### src/design/lgd_pkg.sv
package lgd_pkg;
  // Clock rate and watchdog timing
  localparam int CLK_MHZ = 25;
  localparam int WDOG_TIME_US = 10000;
  localparam int WDOG_CYCLES = WDOG_TIME_US * CLK_MHZ;
  // Channel counts for the two width modes
  localparam int CHANNELS = 16;
  localparam int NARROW_CH = 8;
  // Brightness latch value forced while adjust is disabled
  localparam logic [7:0] BRIGHT_FORCE_VAL = 8'h1F;
  // Divide ratio field inside brightness entry 0
  localparam int DIV_LSB = 5;
  localparam int DIV_W = 3;
  // Register offsets (byte addresses)
  localparam logic [7:0] CTRL_OFS = 8'h00;
  localparam logic [7:0] STATUS_OFS = 8'h04;
  localparam logic [7:0] IRQ_STAT_OFS = 8'h08;
  localparam logic [7:0] IRQ_MASK_OFS = 8'h0C;
  localparam logic [7:0] COUNT_OFS = 8'h10;
  localparam logic [1:0] GRAY_WIN = 2'h1;
  localparam logic [1:0] BRIGHT_WIN = 2'h2;
  // Field positions
  localparam int CTRL_LIGHT_OFF_BIT = 0;
  localparam int ST_WDOG_BIT = 0;
  localparam int ST_THERM_BIT = 1;
  localparam int ST_FLAG_BIT = 2;
  localparam int ST_RUN_BIT = 3;
  localparam int IRQ_WDOG_BIT = 0;
  localparam int IRQ_THERM_BIT = 1;
  localparam int IRQ_PERIOD_BIT = 2;
  localparam int IRQ_W = 3;
  // Reset values
  localparam logic CTRL_RST = 1'h0;
  localparam logic [2:0] IRQ_RST = 3'h0;

  // Classic Wishbone request from the master
  typedef struct packed {
    logic cyc;
    logic stb;
    logic we;
    logic [7:0] adr;
    logic [3:0] sel;
    logic [31:0] dat;
  } lgd_wb_req_type;

  // Pins from outside the clock domain, synchronised as one group
  typedef struct packed {
    logic shift_clk;
    logic hold;
    logic [7:0] data;
    logic bank;
    logic gate;
    logic width16;
    logic bright_en;
    logic light_off;
    logic gs_clk;
    logic therm_en;
    logic overtemp;
    logic wd_gnd;
    logic scan;
    logic flag;
  } lgd_pins_type;

  typedef enum logic [1:0] {
    DISP_OFF = 2'b00,
    DISP_ARMED = 2'b01,
    DISP_RUN = 2'b10
  } lgd_disp_type;
endpackage : lgd_pkg

### src/design/lgd_byte_store.sv
`timescale 1ns/1ps
module lgd_byte_store #(
  parameter int DEPTH = 16,
  parameter int IDX_W = 4
) (
  input wire logic clk_in, // System clock
  input wire logic rst_b_in, // Async reset, active low
  input wire logic shift_in, // One-cycle shift strobe
  input wire logic [7:0] data_in, // Byte shifted into entry 0
  input wire logic gate_in, // Latch transparent while high
  input wire logic force_in, // Force every latch entry
  input wire logic [7:0] force_val_in, // Value used while forced
  input wire logic [IDX_W-1:0] rd_idx_in, // Read-back index
  output logic [DEPTH*8-1:0] latch_out, // All latched bytes
  output logic [7:0] rd_data_out // Registered read-back byte
);
  logic [7:0] shift_q [DEPTH];
  logic [7:0] shift_d [DEPTH];
  logic [7:0] latch_q [DEPTH];

  // One shift stage and one latch entry per byte
  genvar i;
  generate
    for (i = 0; i < DEPTH; i++)
    begin : g_entry
      if (i == 0)
      begin : g_head
        assign shift_d[i] = shift_in ? data_in : shift_q[i];
      end
      else
      begin : g_tail
        assign shift_d[i] = shift_in ? shift_q[i-1] : shift_q[i];
      end
      assign latch_out[i*8 +: 8] = latch_q[i];
      always_ff @(posedge clk_in or negedge rst_b_in)
      begin
        if (!rst_b_in)
        begin
          shift_q[i] <= 8'h00;
          latch_q[i] <= 8'h00;
        end
        else
        begin
          shift_q[i] <= shift_d[i];
          // Following the next shift value keeps a byte shifted during the gate
          if (force_in)
            latch_q[i] <= force_val_in;
          else if (gate_in)
            latch_q[i] <= shift_d[i];
          // Gate low: latch keeps its value while shifting goes on
        end
      end
    end
  endgenerate

  // Registered read port for the bus
  always_ff @(posedge clk_in or negedge rst_b_in)
  begin
    if (!rst_b_in)
      rd_data_out <= 8'h00;
    else
      rd_data_out <= latch_q[rd_idx_in];
  end
endmodule : lgd_byte_store

### src/design/lgd_ctrl_top.sv
`timescale 1ns/1ps
module lgd_ctrl_top
  import lgd_pkg::*;
#(
  parameter int WDOG_CYC = lgd_pkg::WDOG_CYCLES
) (
  input wire logic CLK_IN, // 25 MHz system clock
  input wire logic RST_B_IN, // Async reset, active low
  input wire lgd_pkg::lgd_wb_req_type WB_REQ_IN, // Wishbone request
  output logic [31:0] WB_DAT_OUT, // Wishbone read data
  output logic WB_ACK_OUT, // Wishbone acknowledge
  output logic IRQ_OUT, // Level interrupt
  input wire logic SHIFT_CLOCK_IN, // Data shift clock
  input wire logic TRANSFER_HOLD_IN, // High blocks transfer
  input wire logic [7:0] PARALLEL_DATA_IN, // Parallel data byte
  input wire logic BANK_SELECT_IN, // Low grayscale, high brightness
  input wire logic STORE_GATE_IN, // Latch transparent while high
  input wire logic WIDTH_SELECT_IN, // High 16 channels, low 8
  input wire logic BRIGHTNESS_ADJUST_ENABLE_IN, // Low forces 1Fh
  input wire logic LIGHT_OFF_IN, // High turns outputs off
  input wire logic GRAYSCALE_CLOCK_IN, // Grayscale count clock
  output logic GRAYSCALE_CLOCK_REPEAT_OUT, // Delayed grayscale clock
  input wire logic THERMAL_GUARD_ENABLE_IN, // Arms thermal shutdown
  input wire logic OVERTEMP_IN, // Overtemperature indication
  input wire logic WATCHDOG_TIMING_GROUNDED_IN, // High: timing tied low
  input wire logic SCAN_MONITOR_INPUT_IN, // Scan signal monitor
  output logic [15:0] CURRENT_SINK_OUTPUTS_OUT, // High = sinking
  input wire logic SHUTDOWN_FLAG_IN, // Level seen on the flag wire
  output logic SHUTDOWN_FLAG_OUT, // Flag drive value, always low
  output logic SHUTDOWN_FLAG_OE_OUT // High while pulling flag low
);
  localparam int WD_W = $clog2(WDOG_CYC + 1);
  localparam logic [WD_W-1:0] WD_LIM = WD_W'(WDOG_CYC);

  lgd_pins_type pins;
  lgd_pins_type meta_q;
  lgd_pins_type sync_q;
  lgd_pins_type prev_q;
  lgd_disp_type disp_q;
  lgd_disp_type disp_d;
  logic [7:0] count_q;
  logic [DIV_W-1:0] div_q;
  logic [WD_W-1:0] wd_cnt_q;
  logic wd_trip_q;
  logic therm_trip_q;
  logic [15:0] sink_q;
  logic gs_rep_q;
  logic light_off_sw_q;
  logic [IRQ_W-1:0] irq_stat_q;
  logic [IRQ_W-1:0] irq_mask_q;
  logic phase_q;
  logic ack_q;
  logic [31:0] dat_q;

  // Gather the pins into one group for the synchroniser
  assign pins = '{shift_clk: SHIFT_CLOCK_IN, hold: TRANSFER_HOLD_IN,
                  data: PARALLEL_DATA_IN, bank: BANK_SELECT_IN,
                  gate: STORE_GATE_IN, width16: WIDTH_SELECT_IN,
                  bright_en: BRIGHTNESS_ADJUST_ENABLE_IN,
                  light_off: LIGHT_OFF_IN, gs_clk: GRAYSCALE_CLOCK_IN,
                  therm_en: THERMAL_GUARD_ENABLE_IN, overtemp: OVERTEMP_IN,
                  wd_gnd: WATCHDOG_TIMING_GROUNDED_IN,
                  scan: SCAN_MONITOR_INPUT_IN, flag: SHUTDOWN_FLAG_IN};

  // Two-stage synchroniser; prev_q only feeds edge detection
  always_ff @(posedge CLK_IN or negedge RST_B_IN)
  begin
    if (!RST_B_IN)
    begin
      meta_q <= '0;
      sync_q <= '0;
      prev_q <= '0;
    end
    else
    begin
      meta_q <= pins;
      sync_q <= meta_q;
      prev_q <= sync_q;
    end
  end

  // Edge and strobe decode on synchronised pins
  wire shift_rise = sync_q.shift_clk & ~prev_q.shift_clk;
  wire shift_go = shift_rise & ~sync_q.hold;
  wire gs_rise = sync_q.gs_clk & ~prev_q.gs_clk;
  wire gs_fall = ~sync_q.gs_clk & prev_q.gs_clk;
  wire scan_change = sync_q.scan ^ prev_q.scan;
  wire light_off = sync_q.light_off | light_off_sw_q;

  // Bank select steers shift strobe and gate to one bank
  wire gray_shift = shift_go & ~sync_q.bank;
  wire bright_shift = shift_go & sync_q.bank;
  wire gray_gate = sync_q.gate & ~sync_q.bank;
  wire bright_gate = sync_q.gate & sync_q.bank;
  wire bright_force = ~sync_q.bright_en;

  wire [CHANNELS*8-1:0] gray_lat;
  wire [CHANNELS*8-1:0] bright_lat;
  wire [7:0] gray_rd;
  wire [7:0] bright_rd;

  lgd_byte_store #(.DEPTH(CHANNELS), .IDX_W(4)) u_gray (
    .clk_in(CLK_IN),
    .rst_b_in(RST_B_IN),
    .shift_in(gray_shift),
    .data_in(sync_q.data),
    .gate_in(gray_gate),
    .force_in(1'b0),
    .force_val_in(8'h00),
    .rd_idx_in(WB_REQ_IN.adr[5:2]),
    .latch_out(gray_lat),
    .rd_data_out(gray_rd)
  );

  lgd_byte_store #(.DEPTH(CHANNELS), .IDX_W(4)) u_bright (
    .clk_in(CLK_IN),
    .rst_b_in(RST_B_IN),
    .shift_in(bright_shift),
    .data_in(sync_q.data),
    .gate_in(bright_gate),
    .force_in(bright_force),
    .force_val_in(BRIGHT_FORCE_VAL),
    .rd_idx_in(WB_REQ_IN.adr[5:2]),
    .latch_out(bright_lat),
    .rd_data_out(bright_rd)
  );

  // Panel brightness: count one of every (ratio+1) falling edges; 1Fh gives 1/1
  wire [DIV_W-1:0] div_ratio = bright_lat[DIV_LSB +: DIV_W];
  wire gs_tick = gs_fall & (div_q == div_ratio);

  // Shutdown sources
  wire shutdown = wd_trip_q | therm_trip_q;

  // Display sequencing: arm after light-off release, run on first counted falling edge (gs_tick)
  always_comb
  begin
    disp_d = disp_q;
    case (disp_q)
      DISP_OFF: if (!light_off) disp_d = DISP_ARMED;
      DISP_ARMED: if (light_off) disp_d = DISP_OFF;
        else if (gs_tick) disp_d = DISP_RUN;
      DISP_RUN: if (light_off) disp_d = DISP_OFF;
      default: disp_d = DISP_OFF;
    endcase
  end

  wire run = (disp_q == DISP_RUN);
  wire period_end = run & gs_tick & (count_q == 8'hFF);

  // Grayscale counter and clock divider
  always_ff @(posedge CLK_IN or negedge RST_B_IN)
  begin
    if (!RST_B_IN)
    begin
      disp_q <= DISP_OFF;
      count_q <= 8'h00;
      div_q <= '0;
    end
    else
    begin
      disp_q <= disp_d;
      if (gs_fall)
        div_q <= gs_tick ? '0 : div_q + 1'b1;
      if (!run)
        count_q <= 8'h00;
      else if (gs_tick)
        count_q <= count_q + 8'h01; // Wraps into next period
    end
  end

  // Per-channel compare; 8-channel mode maps the last eight bytes shifted
  genvar k;
  generate
    for (k = 0; k < CHANNELS; k++)
    begin : g_ch
      wire [7:0] v16 = gray_lat[(CHANNELS-1-k)*8 +: 8];
      wire [7:0] v8;
      wire active;
      if (k < NARROW_CH)
      begin : g_lo
        assign v8 = gray_lat[(NARROW_CH-1-k)*8 +: 8];
        assign active = 1'b1;
      end
      else
      begin : g_hi
        assign v8 = 8'h00;
        assign active = sync_q.width16;
      end
      wire [7:0] val = sync_q.width16 ? v16 : v8;
      wire on = run & active & ~light_off & ~shutdown & (count_q < val);
      always_ff @(posedge CLK_IN or negedge RST_B_IN)
      begin
        if (!RST_B_IN)
          sink_q[k] <= 1'b0;
        else
          sink_q[k] <= on;
      end
    end
  endgenerate

  // Watchdog: restart on each scan level change; recover on the next change
  always_ff @(posedge CLK_IN or negedge RST_B_IN)
  begin
    if (!RST_B_IN)
    begin
      wd_cnt_q <= '0;
      wd_trip_q <= 1'b0;
    end
    else if (sync_q.wd_gnd)
    begin
      wd_cnt_q <= '0;
      wd_trip_q <= 1'b0;
    end
    else if (scan_change)
    begin
      wd_cnt_q <= '0;
      wd_trip_q <= 1'b0;
    end
    else if (wd_cnt_q == WD_LIM)
      wd_trip_q <= 1'b1;
    else
      wd_cnt_q <= wd_cnt_q + 1'b1;
  end

  // Thermal trip holds until guard enable goes low, so a hot part cannot flicker back on
  always_ff @(posedge CLK_IN or negedge RST_B_IN)
  begin
    if (!RST_B_IN)
      therm_trip_q <= 1'b0;
    else
      therm_trip_q <= sync_q.therm_en & (therm_trip_q | sync_q.overtemp);
  end

  // Cascade copy of grayscale clock, delayed by the synchroniser
  always_ff @(posedge CLK_IN or negedge RST_B_IN)
  begin
    if (!RST_B_IN)
      gs_rep_q <= 1'b0;
    else
      gs_rep_q <= sync_q.gs_clk;
  end

  // Bus decode; access taken in the second cycle of the request
  wire req = WB_REQ_IN.cyc & WB_REQ_IN.stb & ~ack_q;
  wire take = req & phase_q;
  wire wr0 = take & WB_REQ_IN.we & WB_REQ_IN.sel[0];
  wire [7:0] adr = WB_REQ_IN.adr;
  wire [IRQ_W-1:0] wdat = WB_REQ_IN.dat[IRQ_W-1:0];
  wire wr_ctrl = wr0 & (adr == CTRL_OFS);
  wire wr_stat = wr0 & (adr == IRQ_STAT_OFS);
  wire wr_mask = wr0 & (adr == IRQ_MASK_OFS);
  wire [IRQ_W-1:0] events;
  assign events[IRQ_WDOG_BIT] = wd_cnt_q == WD_LIM & ~wd_trip_q & ~sync_q.wd_gnd & ~scan_change;
  assign events[IRQ_THERM_BIT] = sync_q.therm_en & sync_q.overtemp & ~therm_trip_q;
  assign events[IRQ_PERIOD_BIT] = period_end;
  wire [IRQ_W-1:0] clr = wr_stat ? wdat : '0;

  // Read mux; unmapped addresses read zero
  wire [31:0] status = {28'h0000000, run, ~sync_q.flag, therm_trip_q, wd_trip_q};
  wire [31:0] rd_mux =
    (adr == CTRL_OFS) ? {31'h00000000, light_off_sw_q} :
    (adr == STATUS_OFS) ? status :
    (adr == IRQ_STAT_OFS) ? {29'h00000000, irq_stat_q} :
    (adr == IRQ_MASK_OFS) ? {29'h00000000, irq_mask_q} :
    (adr == COUNT_OFS) ? {24'h000000, count_q} :
    (adr[7:6] == GRAY_WIN) ? {24'h000000, gray_rd} :
    (adr[7:6] == BRIGHT_WIN) ? {24'h000000, bright_rd} : 32'h00000000;

  // Bus slave, control and interrupt registers; set wins over clear
  always_ff @(posedge CLK_IN or negedge RST_B_IN)
  begin
    if (!RST_B_IN)
    begin
      phase_q <= 1'b0;
      ack_q <= 1'b0;
      dat_q <= 32'h00000000;
      light_off_sw_q <= CTRL_RST;
      irq_stat_q <= IRQ_RST;
      irq_mask_q <= IRQ_RST;
    end
    else
    begin
      phase_q <= req & ~phase_q;
      ack_q <= take;
      if (take & ~WB_REQ_IN.we)
        dat_q <= rd_mux;
      if (wr_ctrl)
        light_off_sw_q <= WB_REQ_IN.dat[CTRL_LIGHT_OFF_BIT];
      if (wr_mask)
        irq_mask_q <= wdat;
      irq_stat_q <= (irq_stat_q & ~clr) | events;
    end
  end

  // Outputs; the flag pin only ever pulls low
  assign WB_DAT_OUT = dat_q;
  assign WB_ACK_OUT = ack_q;
  assign IRQ_OUT = |(irq_stat_q & irq_mask_q);
  assign CURRENT_SINK_OUTPUTS_OUT = sink_q;
  assign GRAYSCALE_CLOCK_REPEAT_OUT = gs_rep_q;
  assign SHUTDOWN_FLAG_OUT = 1'b0;
  assign SHUTDOWN_FLAG_OE_OUT = shutdown;
endmodule : lgd_ctrl_top

### config.mk
export PLATFORM = sky130hd
export DESIGN_NAME = lgd_ctrl_top
export DESIGN_NICKNAME = d
export VERILOG_FILES = /design/src/design/lgd_pkg.sv /design/src/design/lgd_byte_store.sv /design/src/design/lgd_ctrl_top.sv
export SDC_FILE = /design/constraint.sdc
export NUM_CORES = 1
export LEC_CHECK = 0
export BUFFER_PORTS_ARGS = -buffer_cell sky130_fd_sc_hd__buf_4
export CORE_UTILIZATION = 35
export CTS_BUF_LIST = sky130_fd_sc_hd__clkbuf_8
export DETAILED_ROUTE_END_ITERATION = 8
export PLACE_DENSITY = 0.57
export SLEW_MARGIN = 10
export SYNTH_ARGS = -nofsm -noshare
export SYNTH_HDL_FRONTEND = slang
export SYNTH_SLANG_ARGS = --single-unit
### constraint.sdc
create_clock -name CLK_IN -period 7.93 [get_ports CLK_IN]
set_input_delay 1.1895 -clock CLK_IN [delete_from_list [all_inputs] [get_ports CLK_IN]]
set_output_delay 1.1895 -clock CLK_IN [all_outputs]
set_load 0.1 [all_outputs]
# Yosys cells after proc, flatten, opt, wreduce, memory -nomap -nowiden
# Index checks and enable logic that the tools add are counted.
# W data, S select, Z words.
word_totals:
  word_cells: 345
  in_bits: 70
  reg_bits: 663
  output_inout_bits: 53
op_classes:
  mux: 108
  bitwise: 70
  n_eq_ne: 17
  magnitude_cmp: 17
  add_sub_neg: 3
  n_reduce_logical: 5
op_table:
  columns: ["operator", "count"]
  rows:
  - ["$mux W8", 93]
  - ["$lt A8 B8 Y1", 16]
  - ["$bmux W8 S4", 2]
  - ["$mux W18", 3]
  - ["$and A1 B1 Y1", 47]
  - ["$add A18 B1 Y18 const B", 1]
  - ["$eq A18 B18 Y1 const B", 1]
  - ["$eq A8 B4 Y1 const B", 2]
  - ["$not A1 Y1", 14]
  - ["$add A8 B1 Y8 const B", 1]
  - ["$eq A8 B3 Y1 const B", 1]
  - ["$eq A8 B5 Y1 const B", 1]
  - ["$eq A8 B8 Y1 const B", 1]
  - ["$logic_not A8 Y1", 1]
  - ["$mux W2", 4]
  - ["$and A3 B3 Y3", 2]
  - ["$mux W3", 2]
  - ["$ne A2 B2 Y1 const B", 3]
  - ["$ne A3 B3 Y1 const B", 2]
  - ["$pmux W2 S3", 1]
  - ["$ge A5 B5 Y1 const B", 1]
  - ["$not A4 Y5", 1]
  - ["$eq A2 B1 Y1 const B", 2]
  - ["$eq A2 B2 Y1 const B", 2]
  - ["other kinds (12)", 16]

# Logic depth before layout (Yosys ltp)
logic_depth:
  word_depth: 10
  mapped_depth: 11
  mapped_depth_nobuf: 7

# Cells and area by module
# From an unflattened synthesis, not the netlist that was laid out.
hier_totals:
  hier_cells: 2304
  hier_area_um2: 30113.9
modules_own_cells:
  columns: ["module", "area_each_um2", "cells_each", "n_inst", "seq_area_each_um2"]
  rows:
  - ["lgd_byte_store", 11263.3, 777, 2, 6606.3]
  - ["lgd_ctrl_top", 7587.3, 750, 1, 2777.7]

# Least setup slack after synthesis
# No wires, ideal clock.
synth_timing:
  path_type: "input -> register"
  startpoint: "input WB_REQ_IN[38] (netlist name)"
  endpoint: "register u_gray.rd_data_out[2]"
  cell_stages: 5
  setup_ns: 0.140
  arrival_time_ns: 2.924
  setup_slack_ns: 4.865
  path_cell_list: "clkbuf_1 -> buf_2 -> buf_2 -> mux4_2 -> mux4_1"
synth_via:
  elab_chain_cells: 4
synth_lines:
  columns: ["element", "line_no", "source"]
  rows:
  - ["from (decl)", "lgd_ctrl_top.sv:9", "input wire lgd_pkg::lgd_wb_req_type WB_REQ_IN,"]
  - ["$not A4 Y5 (implied by the code)", "lgd_byte_store.sv:62", "rd_data_out <= latch_q[rd_idx_in];"]
  - ["$bmux W8 S4", "lgd_byte_store.sv:62", null]
  - ["$mux W8 (implied by the code) (2 in series)", "lgd_byte_store.sv:62", null]
  - ["to (signal assigned)", "lgd_byte_store.sv:62", null]
  - ["to (decl)", "lgd_byte_store.sv:15", "output logic [7:0] rd_data_out"]
# No other way between the ends. The select of a mux whose other input is x is not followed.
# A chain may end at the register's enable or synchronous reset.

# Worst setup path after layout
layout_timing:
  startpoint: "register sync_q, in the netlist g_ch[10].active"
  endpoint: "register sink_q[5] (netlist: CURRENT_SINK_OUTPUTS_OUT[5])"
layout_via:
  elab_chain_cells: 3
layout_lines:
  columns: ["element", "line_no", "source"]
  rows:
  - ["from (decl)", "lgd_ctrl_top.sv:37", "lgd_pins_type sync_q;"]
  - ["from (signal assigned)", "lgd_ctrl_top.sv:77", "sync_q <= meta_q;"]
  - ["$mux W8", "lgd_ctrl_top.sv:190", "wire [7:0] val = sync_q.width16 ? v16 : v8;"]
  - ["$lt A8 B8 Y1", "lgd_ctrl_top.sv:191", "wire on = run & active & ~light_off & ~shutdown & (count_q < val);"]
  - ["$and A1 B1 Y1", "lgd_ctrl_top.sv:191", null]
  - ["net g_ch[5].on", "lgd_ctrl_top.sv:191", null]
  - ["to (signal, indexed assignment)", "lgd_ctrl_top.sv:197", "sink_q[k] <= on;"]
  - ["to (decl)", "lgd_ctrl_top.sv:46", "logic [15:0] sink_q;"]
# The timed path passes the listed nets, and every way through them passes these cells.

==> reports/results.txt <==
top_reg_cell synth: dfrtp_1
dpl cells: 2,990
core box area: 80,420 um^2
HPWL Detailed: 41,550 um
router iterations before antenna repair: 5
initial antenna violation count: 2
pre-CTS WS: 3.874 ns
Vias/cell: 5.173
RSZ-0062 raised after global routing: false
sequential area share after synthesis: 56.24%
top cells by area, synth: dfrtp_1, mux2_2, mux4_2
Num Clock Sinks: 639
Setup Buffers After CTS: 0
largest net degree at the start of global routing: 200
Die H: 287.0 um
die width: 287.0 um
metal2 WL: 29,800 um
# hold bufs at CTS: 0
share of flip-flops with an asynchronous set or reset: 100.0%
Hold WC Path Type: reg -> reg
CP arrival: 4.27 ns
antenna cells: 0
Clk pin slew, worst setup/hold paths: 0.06 ns
RD Place Congestion: 0.8375
DR WL/cell: 19.93 um
met3 WL: 2209 um
routed vias: 16,420
area delta synth->final: 12.49%
Max Root-Sink Buffers: 3
fin. max-slew vios: 0
DRC: 0
total chip power: 7.663 mW
peak supply drop: 0.1349 mV
top sig layer: met4
Worst EP required: 8.47 ns
Remaining Overflow, GRT: 0
clk_lat worst skew: 0.71 ns
clock tree from TritonCTS: yes
fill cell count: 7,485
Post-synth top cells: dfrtp_1, mux2_2, ha_1, nand2_1, o22a_1
I/O Buffers: 65
top-count cell post-synth: dfrtp_1
all-layer global routing usage: 15.68%
TritonCTS buffer count: 104
Worst setup SP type: flop
Synth top area share: 56.24%
largest area contributor in the netlist: dfrtp_1
mean post-synth cell area: 14.50 um^2
Slew HR: 23.80%
Cell Rows: 104
WL met1: 29,750 um
Post-synth EDFFs: 0
run status: completed
vias in the first global route: 17,550
static leakage: 14.82 nW
type of the worst setup path: reg -> reg
Post-Syn Instances: 1,961
final setup TNS: 0 ns
routed wire length: 63,240 um
post-place instance area: 29,910 um^2
Max Fclk: 268.0 MHz
MaxCap Viol Count: 0
first-pass GRT wire length: 101,600 um
initial DRC count: 993
H-tree levels: 3
clock root cell: clkbuf_8
PwrDens: 239.6 nW/um^2
Final period util: 47.05%
Worst Setup End Kind: flop
Hold Vio Cnt, Final: 0
post-synth cell types: 58
worst-path fanout max: 71
share of layout cells above drive strength 1: 33.82%
endpoints failing setup: 0
cts repair resizes: 0
# IOs: 123
Syn. warnings: 0
Tmin final: 3.731 ns
worst slew pin tran: 1.143 ns
Syn Std Cell Area: 28,430 um^2
final instance area: 31,990 um^2
Die Footprint: 82,380 um^2
Final Non-Filler Cells: 3,174
number of synthesized register bits: 639
Final WS setup: 4.199 ns
Fin Clk Skew: 0.03678 ns
Initial Utilization: 35.36%
antenna viol nets, final: 0
layout net count: 2,222
flip-flops by register name (all words and copies together), names as in the netlist, 8 cells and up:
signal,flops
meta_q,21
WB_DAT_OUT,8
CURRENT_SINK_OUTPUTS_OUT,16
u_gray.shift_q,128
u_bright.rd_data_out,8
count_q,8
u_gray.latch_out,128
u_gray.rd_data_out,8
sync_q,20
u_bright.latch_out,128
u_bright.shift_q,128
wd_cnt_q,18
worst paths after layout:
path                            slack [ns]       startpoint                     endpoint  cells after the start
min in group asynchronous             0.58         RST_B_IN              g_ch[10].active                      1
worst max register to register        4.20  g_ch[10].active  CURRENT_SINK_OUTPUTS_OUT[5]                      8
worst min register to register        0.34       meta_q[12]                   sync_q[12]                      0
max in group asynchronous             5.54         RST_B_IN                 therm_trip_q                      3
worst min-delay path                  0.34       meta_q[12]                   sync_q[12]                      0
worst max-delay path                  4.20  g_ch[10].active  CURRENT_SINK_OUTPUTS_OUT[5]                      8
cell usage in the layout, fill, tap and decap left out, types with 9 or more instances in the layout:
cell       instances
mux2_2           395
a21oi_1           34
nor3_1            14
ha_1             116
nor2_1            47
o21a_1            11
buf_4             79
a21o_1            18
xor2_1            19
conb_1            25
a2111oi_0         15
mux4_2            78
clkbuf_8         129
inv_1             47
nand3_1           12
o21ai_0           25
a22o_1            51
o22a_1            80
a21boi_0           9
o2111ai_1         14
mux2i_1           61
dfrtp_1          638
nand2_1           89
power breakdown:
| group | switching, mW | internal [mW] | total, mW |
|---|---|---|---|
| sequential | 0.250 | 3.57 | 3.82 |
| combinational | 0.583 | 0.462 | 1.05 |
| clock | 1.29 | 1.50 | 2.79 |
routing by layer:
metal | vias up | track usage, %
met5 | - | 0
met4 | 0 | 4.628
met3 | 102 | 2.905
met2 | 295 | 24.72
met1 | 8567 | 21.96
li1 | 7454 | -
per-stage QoR:
stage | utilization (%) | hold WS [ns]
after floorplan | - | 0.3312
after global routing | 39.77 | 0.3492
final | 39.77 | 0.3395
after CTS | 39.77 | 0.3379
after detailed placement | 37.20 | 0.3347
after global placement | 37.20 | 0.3312
critical path, stage by stage, from the launching register on:
cell and delay, ns:
dfrtp_4 0.85, buf_4 0.84, mux2i_1 0.35, ha_1 0.29, and3_1 0.16, a221oi_1 0.26, nand2_1 0.15, a21o_1 0.21
a211oi_1 0.39
cell families (layout without fill, tap and decap cells):
group / Yosys count / after routing / synth area share [%]
simple gates: 217 / 217 / 3.630
other cells: 1 / 25 / 0.01319
compound gates: 281 / 281 / 7.674
xor+xnor: 26 / 26 / 0.8009
fa+ha+maj: 116 / 116 / 5.105
mux: 536 / 536 / 24.15
buf+inv: 145 / 274 / 2.385
flops: 639 / 639 / 56.24
layout make-up:
type	instances	area [um^2]	area share (%)
timing repair buffer	83	668.1	2.089
tap	1060	1326	4.146
inverter	7	26.28	0.08215
multi-input combinational	1201	11900	37.20
clock buffer	129	1775	5.551
clock inverter	55	296.5	0.9271
sequential	639	15990	50.00
Power figures use the tool's default switching activity.
